**config.mk**
```make
export PLATFORM = sky130hd
export DESIGN_NAME = wss_top
export DESIGN_NICKNAME = d
export VERILOG_FILES = /design/src/core/wss_pkg.sv /design/src/core/wss_tick.sv /design/src/core/wss_delay.sv /design/src/core/wss_top.sv
export VERILOG_INCLUDE_DIRS = /design/src /design/src/core
export SDC_FILE = /design/constraint.sdc
export NUM_CORES = 1
export LEC_CHECK = 0
export BUFFER_PORTS_ARGS = -buffer_cell sky130_fd_sc_hd__buf_2
export CAP_MARGIN = 20
export CORE_ASPECT_RATIO = 0.8
export CORE_MARGIN = 2
export CORE_UTILIZATION = 58
export CTS_BUF_LIST = sky130_fd_sc_hd__clkbuf_4 sky130_fd_sc_hd__clkbuf_8 sky130_fd_sc_hd__clkbuf_16
export DETAILED_ROUTE_END_ITERATION = 10
export PLACE_DENSITY = 0.79
export SLEW_MARGIN = 20
export SYNTH_ARGS = -nofsm -noshare
export SYNTH_HDL_FRONTEND = slang
export SYNTH_SLANG_ARGS = --single-unit
```
**constraint.sdc**
```tcl
create_clock -name clk_i -period 4.45 [get_ports clk_i]
set_clock_uncertainty 0.15 [all_clocks]
set_input_delay 0.89 -clock clk_i [delete_from_list [all_inputs] [get_ports clk_i]]
set_output_delay 0.89 -clock clk_i [all_outputs]
set_load 0.02 [all_outputs]
```
**src/core/wss_cfg.svh**
```systemverilog
// Constants for the waveform sequence slot block
`ifndef WSS_CFG_SVH
`define WSS_CFG_SVH
`define WSS_ADDR_W        8
// Register word indices; the byte address on the bus is index times four
`define WSS_IDX_CTRL      8'h0C
`define WSS_IDX_SLOT1     8'h0F
`define WSS_IDX_SLOT2     8'h10
`define WSS_IDX_SLOT3     8'h11
`define WSS_IDX_SLOT8     8'h16
`define WSS_IDX_STATUS    8'h20
`define WSS_NUM_SLOTS     8
// Field positions
`define WSS_SLOT_DLY_BIT  7
`define WSS_CTRL_GO_BIT   0
`define WSS_CTRL_ABORT_BIT 1
// Reset values
`define WSS_SLOT1_RST     8'h01
`define WSS_SLOT_RST      8'h00
// Timing
`define WSS_CLK_MHZ       250
`define WSS_STEP_MS       10
`define WSS_STEP_CYC      (`WSS_STEP_MS * 1000 * `WSS_CLK_MHZ)
`endif

```
**src/core/wss_pkg.sv**
```systemverilog
// Types for the waveform sequence slot block
package wss_pkg;
   typedef enum logic [1:0] {
      WSS_IDLE,
      WSS_FETCH,
      WSS_PLAY,
      WSS_WAIT
   } wss_state_e;

   // One sequencer slot: delay select plus seven-bit entry
   typedef struct packed {
      logic       delay_select;
      logic [6:0] entry;
   } wss_slot_s;

   // Request to the drive engine
   typedef struct packed {
      logic       valid;
      logic [6:0] index;
   } wss_play_s;
endpackage

```
**src/core/wss_tick.sv**
```systemverilog
// Ten millisecond tick generator
`timescale 1ns/1ps
`include "wss_cfg.svh"
module wss_tick #(
   parameter int unsigned STEP_CYC = `WSS_STEP_CYC
) (
   // Clock and reset
   input  wire logic clk_i,
   input  wire logic rst_b_i,
   // Control
   input  wire logic run_i,
   output logic      tick_o
);
   import wss_pkg::*;

   logic [31:0] cnt;
   logic [31:0] next_cnt;

   // Restart at each run so the first step is a full 10 ms
   always_comb begin
      next_cnt = cnt;
      if (!run_i) begin
         next_cnt = 32'h0;
      end else if (cnt == STEP_CYC - 1) begin
         next_cnt = 32'h0;
      end else begin
         next_cnt = cnt + 32'h1;
      end
   end

   always_ff @(posedge clk_i) begin
      if (!rst_b_i) begin
         cnt <= 32'h0;
      end else begin
         cnt <= next_cnt;
      end
   end

   assign tick_o = run_i && (cnt == STEP_CYC - 1);
endmodule

```
**src/core/wss_delay.sv**
```systemverilog
// Delay slot down-counter in 10 ms steps
`timescale 1ns/1ps
module wss_delay (
   // Clock and reset
   input  wire logic       clk_i,
   input  wire logic       rst_b_i,
   // Control
   input  wire logic       load_i,
   input  wire logic [6:0] steps_i,
   input  wire logic       tick_i,
   input  wire logic       abort_i,
   // Status
   output logic            busy_o
);
   import wss_pkg::*;

   logic [6:0] left;
   logic [6:0] next_left;

   // Load from the field, count down on ticks
   always_comb begin
      next_left = left;
      if (abort_i) begin
         next_left = 7'h00;
      end else if (load_i) begin
         next_left = steps_i;
      end else if (tick_i && left != 7'h00) begin
         next_left = left - 7'h01;
      end
   end

   always_ff @(posedge clk_i) begin
      if (!rst_b_i) begin
         left <= 7'h00;
      end else begin
         left <= next_left;
      end
   end

   assign busy_o = (left != 7'h00);
endmodule

```
**src/core/wss_top.sv**
```systemverilog
// Waveform sequencer with slot registers on an Avalon-MM slave
//
// Our own choice: the Avalon-MM register port.
`timescale 1ns/1ps
`include "wss_cfg.svh"
module wss_top #(
   parameter int unsigned STEP_CYC = `WSS_STEP_CYC
) (
   // Clock and reset
   input  wire logic        clk_i,
   input  wire logic        rst_b_i,
   // Avalon-MM slave
   input  wire logic [9:0]  avs_address_i,
   input  wire logic        avs_read_i,
   input  wire logic        avs_write_i,
   input  wire logic [31:0] avs_writedata_i,
   input  wire logic [3:0]  avs_byteenable_i,
   output logic [31:0]      avs_readdata_o,
   output logic             avs_waitrequest_o,
   // Drive engine
   output wss_pkg::wss_play_s play_o,
   input  wire logic        play_done_i,
   // Sequencer status
   output logic             busy_o
);
   import wss_pkg::*;

   wss_slot_s  slots [`WSS_NUM_SLOTS];
   wss_slot_s  next_slots [`WSS_NUM_SLOTS];
   wss_state_e state;
   wss_state_e next_state;
   logic [2:0] ptr;
   logic [2:0] next_ptr;
   wss_play_s  next_play;
   logic [31:0] next_rdata;
   logic       ack;
   logic       next_ack;
   logic [7:0] idx;
   logic       wr;
   logic       rd;
   logic       go;
   logic       abort;
   logic       tick;
   logic       dly_load;
   logic       dly_busy;
   logic       dly_load_q;
   wss_slot_s  cur;

   // Word index from byte address
   assign idx = avs_address_i[9:2];
   // One wait state per access: request stands, answer on next edge
   assign avs_waitrequest_o = (avs_read_i || avs_write_i) && !ack;
   // Write lands only at the edge where waitrequest is already low
   assign wr    = avs_write_i && ack && avs_byteenable_i[0];
   assign rd    = avs_read_i && !ack;
   assign go    = wr && idx == `WSS_IDX_CTRL && avs_writedata_i[`WSS_CTRL_GO_BIT];
   assign abort = wr && idx == `WSS_IDX_CTRL && avs_writedata_i[`WSS_CTRL_ABORT_BIT];
   assign cur   = slots[ptr];

   // Slot register writes, one generate per slot
   for (genvar g = 0; g < `WSS_NUM_SLOTS; g++) begin : g_slot
      always_comb begin
         next_slots[g] = slots[g];
         if (wr && idx == `WSS_IDX_SLOT1 + 8'(g)) begin
            next_slots[g] = wss_slot_s'(avs_writedata_i[7:0]);
         end
      end
      always_ff @(posedge clk_i) begin
         if (!rst_b_i) begin
            slots[g] <= (g == 0) ? wss_slot_s'(`WSS_SLOT1_RST)
                                 : wss_slot_s'(`WSS_SLOT_RST);
         end else begin
            slots[g] <= next_slots[g];
         end
      end
   end

   // Read mux; unmapped words read zero
   always_comb begin
      next_ack   = rd || (avs_write_i && !ack);
      next_rdata = avs_readdata_o;
      if (rd) begin
         next_rdata = 32'h0;
         if (idx >= `WSS_IDX_SLOT1 && idx <= `WSS_IDX_SLOT8) begin
            next_rdata = {24'h0, slots[3'(idx - `WSS_IDX_SLOT1)]};
         end else if (idx == `WSS_IDX_CTRL) begin
            next_rdata = {31'h0, busy_o};
         end else if (idx == `WSS_IDX_STATUS) begin
            next_rdata = {28'h0, busy_o, ptr};
         end
      end
   end

   always_ff @(posedge clk_i) begin
      if (!rst_b_i) begin
         ack            <= 1'b0;
         avs_readdata_o <= 32'h0;
      end else begin
         ack            <= next_ack;
         avs_readdata_o <= next_rdata;
      end
   end

   // Sequencer: walk slots in address order
   always_comb begin
      next_state = state;
      next_ptr   = ptr;
      next_play  = '0;
      dly_load   = 1'b0;
      unique case (state)
         WSS_IDLE: begin
            if (go) begin
               next_ptr   = 3'h0;
               next_state = WSS_FETCH;
            end
         end
         WSS_FETCH: begin
            if (cur.delay_select) begin
               dly_load   = 1'b1;
               next_state = WSS_WAIT;
            end else if (cur.entry == 7'h00) begin
               next_state = WSS_IDLE;
            end else begin
               next_play.valid = 1'b1;
               next_play.index = cur.entry;
               next_state      = WSS_PLAY;
            end
         end
         WSS_PLAY, WSS_WAIT: begin
            if ((state == WSS_PLAY && play_done_i) || (state == WSS_WAIT && !dly_busy
                && !dly_load_q)) begin
               if (ptr == 3'(`WSS_NUM_SLOTS - 1)) begin
                  next_state = WSS_IDLE;
               end else begin
                  next_ptr   = ptr + 3'h1;
                  next_state = WSS_FETCH;
               end
            end
         end
      endcase
      if (abort) begin
         next_state = WSS_IDLE;
         next_play  = '0;
      end
   end

   always_ff @(posedge clk_i) begin
      if (!rst_b_i) begin
         state      <= WSS_IDLE;
         ptr        <= 3'h0;
         play_o     <= '0;
         dly_load_q <= 1'b0;
      end else begin
         state      <= next_state;
         ptr        <= next_ptr;
         play_o     <= next_play;
         dly_load_q <= dly_load;
      end
   end

   assign busy_o = (state != WSS_IDLE);

   wss_tick #(
      .STEP_CYC(STEP_CYC)
   ) u_tick (
      .clk_i  (clk_i),
      .rst_b_i(rst_b_i),
      .run_i  (state == WSS_WAIT),
      .tick_o (tick)
   );

   wss_delay u_delay (
      .clk_i  (clk_i),
      .rst_b_i(rst_b_i),
      .load_i (dly_load),
      .steps_i(cur.entry),
      .tick_i (tick),
      .abort_i(abort),
      .busy_o (dly_busy)
   );
endmodule

```
# == Word level (Yosys, flattened, before mapping) ==
# Memories as Yosys holds them, arrays and structs flattened. A register that Yosys moved wholly into a read port is not among the register bits.
# Index checks and enable logic that the tools add are counted.
# op_classes
addsub,4
order_cmp,2
eq_ne,26
mux,38
bitwise,11
n_reduce_logical,49
# ops
operator,count
$mux W8,18
$eq A8 B5 Y1 const B,7
$add A32 B1 Y32 const B,1
$eq A32 B22 Y1 const B,1
$logic_and A1 B1 Y1,22
$reduce_and A2 Y1,9
$eq A8 B4 Y1 const B,2
$mux W3,5
$mux W7,2
$eq A8 B6 Y1 const B,1
$ge A8 B4 Y1 const B,1
$le A8 B5 Y1 const B,1
$mux W2,4
$mux W4,2
$ne A1 B1 Y1 const B,8
$or A1 B1 Y1,8
$logic_not A7 Y1,1
$reduce_bool A7 Y1,1
$sub A7 B1 Y7 const B,1
$ne A2 B2 Y1 const B,3
$pmux W2 S3,1
$pmux W3 S2,1
$reduce_bool A2 Y1,3
$mux W1,5
other kinds (14),22
# totals
reg_bits,86
mem_bits_rw,64
elab_cells,140
mem_count,1
# mem_list
name,words,width,read_ports,rd_clocked_by_memory_dff,wr,line,rtl
slots,8,8,2,1,8,wss_top.sv:28,wss_slot_s slots [`WSS_NUM_SLOTS];

# == Longest topological paths before layout ==
# depth
word_depth,9
mapped_depth,10

# == By module ==
# Synthesis repeated with hierarchy kept, for this count alone.
# unflattened
hier_cells,611
area_unflattened_um2,6909.1
# modules_own_cells
mod,instances,cells_each,area_each_um2
wss_top,1,384,4805.9
wss_tick,1,176,1662.8
wss_delay,1,51,440.4

# == Least setup slack after synthesis ==
# OpenSTA, ideal clock, no wires.
# synth_path
path_type,input -> register
startpoint,input avs_address_i[2]
endpoint,register avs_readdata_o[1]
setup_ns,0.123
arrival_ns,3.701
required_ns,4.177
slack_ns,0.476
stages,10
n_path_buf,4
path_cell_list,clkbuf_1 > buf_1 > inv_1 > ha_1 > clkbuf_1 > buf_2 > mux4_2 > mux2_2 > a221oi_1 > nor2_1
# synth_via
elab_chain_cells,4
elab_cells_between_ends,10
classes_between,add/sub: 1; order compare: 2; eq/ne: 2; mux: 3; reduce/logical: 1; memory: 1
# synth_lines
item,line,rtl
start: declaration,wss_top.sv:13,"input wire logic [9:0] avs_address_i,"
branches (longest 3 deep; another with $mem_v2 Z8 W8),-,
$mux W8 *,wss_top.sv:84,if (idx >= `WSS_IDX_SLOT1 && idx <= `WSS_IDX_SLOT8) begin
end signal: assignment,wss_top.sv:100,avs_readdata_o <= next_rdata;
end: declaration,wss_top.sv:18,"output logic [31:0] avs_readdata_o,"
# Every way passes the cells marked *.
# A chain may end at the register's enable or synchronous reset.

# == Final worst setup path ==
# layout_path
startpoint,input avs_address_i[3]
endpoint,register avs_readdata_o[4]
# layout_via
elab_chain_cells,3
elab_cells_between_ends,6
classes_between,add/sub: 1; order compare: 2; mux: 1; reduce/logical: 1; memory: 1
# layout_lines
item,line
"$sub A3 B3 Y3 (no source line), or another cell as far along",-
$mem_v2 Z8 W8 / $logic_and A1 B1 Y1 (equally long branches),-
$mux W8 *,wss_top.sv:84
# Every way passes the cells marked *; elsewhere a longest branch is shown, timed or not.

==> impl_metrics.xml <==
<?xml version="1.0" encoding="UTF-8"?>
<metrics>
  <group name="run_status">
    <metric name="status" unit="">completed</metric>
  </group>
  <group name="floorplan">
    <metric name="die_area" unit="µm²">12410</metric>
    <metric name="placement_rows" unit="">35</metric>
    <metric name="initial_core_util" unit="%">58.76</metric>
    <metric name="floorplan.io_pins" unit="">93</metric>
    <metric name="floorplan.core_area" unit="µm²">11390</metric>
    <metric name="floorplan.die.height" unit="µm">100.1</metric>
    <metric name="die_width" unit="µm">124.1</metric>
  </group>
  <group name="global_route">
    <metric name="grt_util_all_layers" unit="%">27.98</metric>
    <metric name="met1_use_gr" unit="%">39.20</metric>
    <metric name="use_met2" unit="%">41.95</metric>
    <metric name="grt.busiest_layer" unit="">met2</metric>
    <metric name="grt_overflow_total" unit="">0</metric>
    <metric name="first_pass_grt_wire_length" unit="mm">25.36</metric>
    <metric name="grt_util_met3" unit="%">7.898</metric>
    <metric name="antenna_violations_before_repair" unit="">0</metric>
    <metric name="maximum_number_of_pins_on_one_net_before_global_route_repair" unit="">33</metric>
    <metric name="via_count_of_the_first_global_routing_pass" unit="">4761</metric>
  </group>
  <group name="cells_and_area">
    <metric name="post-route-util" unit="%">66.35</metric>
    <metric name="drive_above_1_share" unit="%">20.59</metric>
    <metric name="syn_to_final_growth" unit="%">12.92</metric>
    <metric name="mostFrequentLayoutCell" unit="">sky130_fd_sc_hd__dfxtp_1</metric>
    <metric name="area.sequential" unit="µm²">3223</metric>
    <metric name="fillers" unit="">819</metric>
    <metric name="mostFrequentLayoutCells" unit="">65 x sky130_fd_sc_hd__dfxtp_1, 64 x sky130_fd_sc_hd__edfxtp_1, 55 x sky130_fd_sc_hd__nor2_1</metric>
    <metric name="antennaDiodeCount" unit="">0</metric>
    <metric name="layout.nets" unit="">693</metric>
    <metric name="area_of_the_multi_input_gates" unit="µm²">3194</metric>
  </group>
  <group name="cts">
    <metric name="cts.repair_timing.setup_buffer_count" unit="">0</metric>
    <metric name="htreeDepth" unit="">4</metric>
    <metric name="cts_repair_resize_count" unit="">0</metric>
    <metric name="tritoncts" unit="">built</metric>
    <metric name="clk_latency" unit="ns">0.42</metric>
    <metric name="clk_pin_slew_worst_paths" unit="ns">0.06</metric>
    <metric name="cts_root_buffer" unit="">sky130_fd_sc_hd__clkbuf_16</metric>
    <metric name="cts_hold_repair.buffers" unit="">0</metric>
    <metric name="cts.path.max_buffers" unit="">2</metric>
    <metric name="tritoncts.num_buffers" unit="">17</metric>
    <metric name="tritoncts_num_sinks" unit="">129</metric>
  </group>
  <group name="critical_path">
    <metric name="path_buf_inv" unit="">3</metric>
    <metric name="arrival_worst_endpoint" unit="ns">3.05</metric>
    <metric name="cp-start-kind" unit="">primary input</metric>
    <metric name="critical-path-max-stage-delay" unit="ns">0.66</metric>
    <metric name="setup.worst_path.end_class" unit="">flop</metric>
    <metric name="worst_setup_path_startpoint" unit="">avs_address_i[3]</metric>
    <metric name="criticalPathCategory" unit="">primary input to flop</metric>
    <metric name="critPathRequiredTime" unit="ns">4.58</metric>
    <metric name="critical_path.max_fanout" unit="">9</metric>
    <metric name="crit_path_top_delay_cell" unit="">sky130_fd_sc_hd__ha_1</metric>
    <metric name="crit_family" unit="">multiplexers</metric>
    <metric name="path_cells" unit="">buf_2 -&gt; inv_1 -&gt; ha_1 -&gt; buf_4 -&gt; mux4_2 -&gt; mux2_2 -&gt; nand3_1 -&gt; a21oi_1</metric>
  </group>
  <group name="yosys">
    <metric name="post_synth_xor_area_fraction" unit="%">3.797</metric>
    <metric name="yosysUniqueCellTypes" unit="">56</metric>
    <metric name="post_synth_main_area_contributors" unit="">sky130_fd_sc_hd__edfxtp_1 29%, sky130_fd_sc_hd__dfxtp_1 19%, sky130_fd_sc_hd__mux4_2 11%, sky130_fd_sc_hd__and3_1 3.7%, sky130_fd_sc_hd__and2_1 3.1%</metric>
    <metric name="syn-instance-count" unit="">597</metric>
    <metric name="synth-compound-area-share" unit="%">4.358</metric>
    <metric name="post_synth_fa_ha_maj_area_fraction" unit="%">1.683</metric>
    <metric name="syn_area_per_cell" unit="µm²">11.21</metric>
    <metric name="synth_enable_flop_cells" unit="">64</metric>
    <metric name="synth-main-ff-cell" unit="">sky130_fd_sc_hd__dfxtp_1</metric>
    <metric name="yosys.area.top_type_share" unit="%">28.73</metric>
    <metric name="dominant_combinational_cell_family_by_area_after_synthesis" unit="">simple AND/OR/NAND/NOR gates</metric>
    <metric name="synth.largest_area_cell" unit="">sky130_fd_sc_hd__edfxtp_1</metric>
    <metric name="synth_seq_cells" unit="">129</metric>
    <metric name="seq_area_frac_synth" unit="%">48.18</metric>
    <metric name="async_flop_share" unit="%">0</metric>
    <metric name="yosysWarnings" unit="">0</metric>
    <metric name="muxShareOfSynthArea" unit="%">14.36</metric>
    <metric name="yosys.area_share.simple" unit="%">22.03</metric>
    <metric name="syn-cell-area" unit="µm²">6690</metric>
  </group>
  <group name="power">
    <metric name="leakagePower" unit="µW">0.002900</metric>
    <metric name="vdd.ir_drop.worst" unit="mV">0.3249</metric>
    <metric name="total_power" unit="µW">2916</metric>
    <metric name="power_density" unit="nW/µm²">386.0</metric>
  </group>
  <group name="detailed_routing">
    <metric name="drtAntennaViolNets" unit="">0</metric>
    <metric name="drt_wl_total" unit="mm">16.36</metric>
    <metric name="drc" unit="">0</metric>
    <metric name="routed-via-count" unit="">4991</metric>
    <metric name="drt_iter0_drc" unit="">620</metric>
    <metric name="firstDrtPassIters" unit="">5</metric>
    <metric name="wl_per_cell" unit="µm">20.60</metric>
    <metric name="vias_per_cell" unit="">6.286</metric>
  </group>
  <group name="sta">
    <metric name="min_period_over_period" unit="%">65.67</metric>
    <metric name="finalWorstPathRequiredPeriod" unit="ns">2.922</metric>
    <metric name="hold_viol" unit="">0</metric>
    <metric name="finish_stage_setup_viols" unit="">0</metric>
    <metric name="setup-tns-final" unit="ns">0</metric>
    <metric name="rsz0062_at_grt" unit="">no</metric>
    <metric name="maxSlewHeadroom" unit="%">50.89</metric>
    <metric name="max_slew_violation_count" unit="">0</metric>
    <metric name="max_freq" unit="MHz">342.2</metric>
    <metric name="worstMarginPinSlew" unit="ns">0.7351</metric>
  </group>
  <group name="placed_design">
    <metric name="gpl.final_weighted_congestion" unit="">0.8785</metric>
    <metric name="port_buffers" unit="">39</metric>
    <metric name="hpwlAfterDp" unit="mm">10.91</metric>
  </group>
  <group name="run">
    <metric name="number_of_maximum_capacitance_violations" unit="">0</metric>
  </group>
  <group name="worst_hold_path">
    <metric name="timing.hold.worst.class" unit="">flop to flop</metric>
    <metric name="hp-start" unit="">avs_readdata_o[6]</metric>
  </group>
</metrics>
-- logic make-up (layout without fill, tap and decap cells) --
| kind of cell | count (synthesis) | after routing |
|---|---|---|
| flops | 129 | 129 |
| compound gates | 41 | 41 |
| mux | 55 | 55 |
| fa+ha+maj | 9 | 9 |
| other cells | 1 | 24 |
| simple gates | 267 | 267 |
| buf+inv | 66 | 92 |
| xor+xnor | 29 | 29 |
-- tightest hold or removal path, stage by stage (launching register included) --
cell                      delay (ns)
sky130_fd_sc_hd__dfxtp_1        0.31
sky130_fd_sc_hd__nand2_1        0.05
sky130_fd_sc_hd__a21oi_1        0.05
-- path summary, 6_finish.rpt --
check,endpoint,slack [ns],depth (start not counted)
setup / recovery,avs_readdata_o[4],1.53,8
hold / removal,avs_readdata_o[6],0.30,2
setup reg to reg,u_delay.left[5],1.59,6
hold reg to reg,avs_readdata_o[6],0.30,2
-- state kept, by name, indices dropped and copies added, names as in the netlist, named ones only --
| register | cells |
|---|---|
| avs_readdata_o | 8 |
| u_delay.left | 7 |
| ack | 1 |
| state | 2 |
| slots | 64 |
| play_o | 8 |
| ptr | 3 |
| dly_load_q | 1 |
| u_tick.cnt | 32 |
-- cell type report --
cell class / instances / area share (%)
Sequential cell: 129 / 42.66
Multi-Input combinational cell: 425 / 42.28
Timing Repair Buffer: 50 / 3.677
Clock inverter: 5 / 0.7784
Inverter: 10 / 0.4969
Clock buffer: 27 / 7.652
Tap cell: 148 / 2.451
-- per-layer routing --
layer	vias to the layer above	share of wire, %
li1	2234	-
met1	2397	41
met2	318	46
met3	42	11
met4	0	2.0
met5	-	0
-- synth_stat cells (7+ instances only) --
cell type	number
sky130_fd_sc_hd__o21ai_0	7
sky130_fd_sc_hd__nor2_1	55
sky130_fd_sc_hd__edfxtp_1	64
sky130_fd_sc_hd__nor4_1	13
sky130_fd_sc_hd__dfxtp_1	65
sky130_fd_sc_hd__nand2_1	36
sky130_fd_sc_hd__and3_1	40
sky130_fd_sc_hd__and2_1	33
sky130_fd_sc_hd__nand4_1	14
sky130_fd_sc_hd__mux2_2	8
sky130_fd_sc_hd__mux2i_1	15
sky130_fd_sc_hd__xnor2_1	18
sky130_fd_sc_hd__nor3_1	14
sky130_fd_sc_hd__mux4_2	32
sky130_fd_sc_hd__xor2_1	11
sky130_fd_sc_hd__clkbuf_1	20
sky130_fd_sc_hd__nand3_1	25
sky130_fd_sc_hd__buf_4	25
sky130_fd_sc_hd__inv_1	10
sky130_fd_sc_hd__or3_1	8
sky130_fd_sc_hd__a21oi_1	10
sky130_fd_sc_hd__ha_1	9
-- power breakdown --
group / switching (µW) / internal, µW / total (µW) / leakage (µW)
Combinational: 111 / 64.4 / 175 / 0.00140
Sequential: 13.5 / 1270 / 1280 / 0.00118
Clock: 512 / 949 / 1460 / 0.000320
-- through the flow --
| step | cell area [µm²] | hold WS [ns] | setup slack (ns) | std cells |
|---|---|---|---|---|
| 6_report | 7555 | 0.3043 | 1.528 | 794 |
| 5_1_grt | 7555 | 0.3222 | 1.407 | 794 |
| 4_1_cts | 7555 | 0.3077 | 1.509 | 794 |
| 3_5_place_dp | 6918 | 0.2993 | 1.088 | 762 |
| 3_3_place_gp | 6918 | 0.2750 | 1.161 | 762 |
| 2_1_floorplan | 6777 | 0.2630 | 0.4763 | 620 |
No activity file was read; power rests on OpenSTA's default activity.
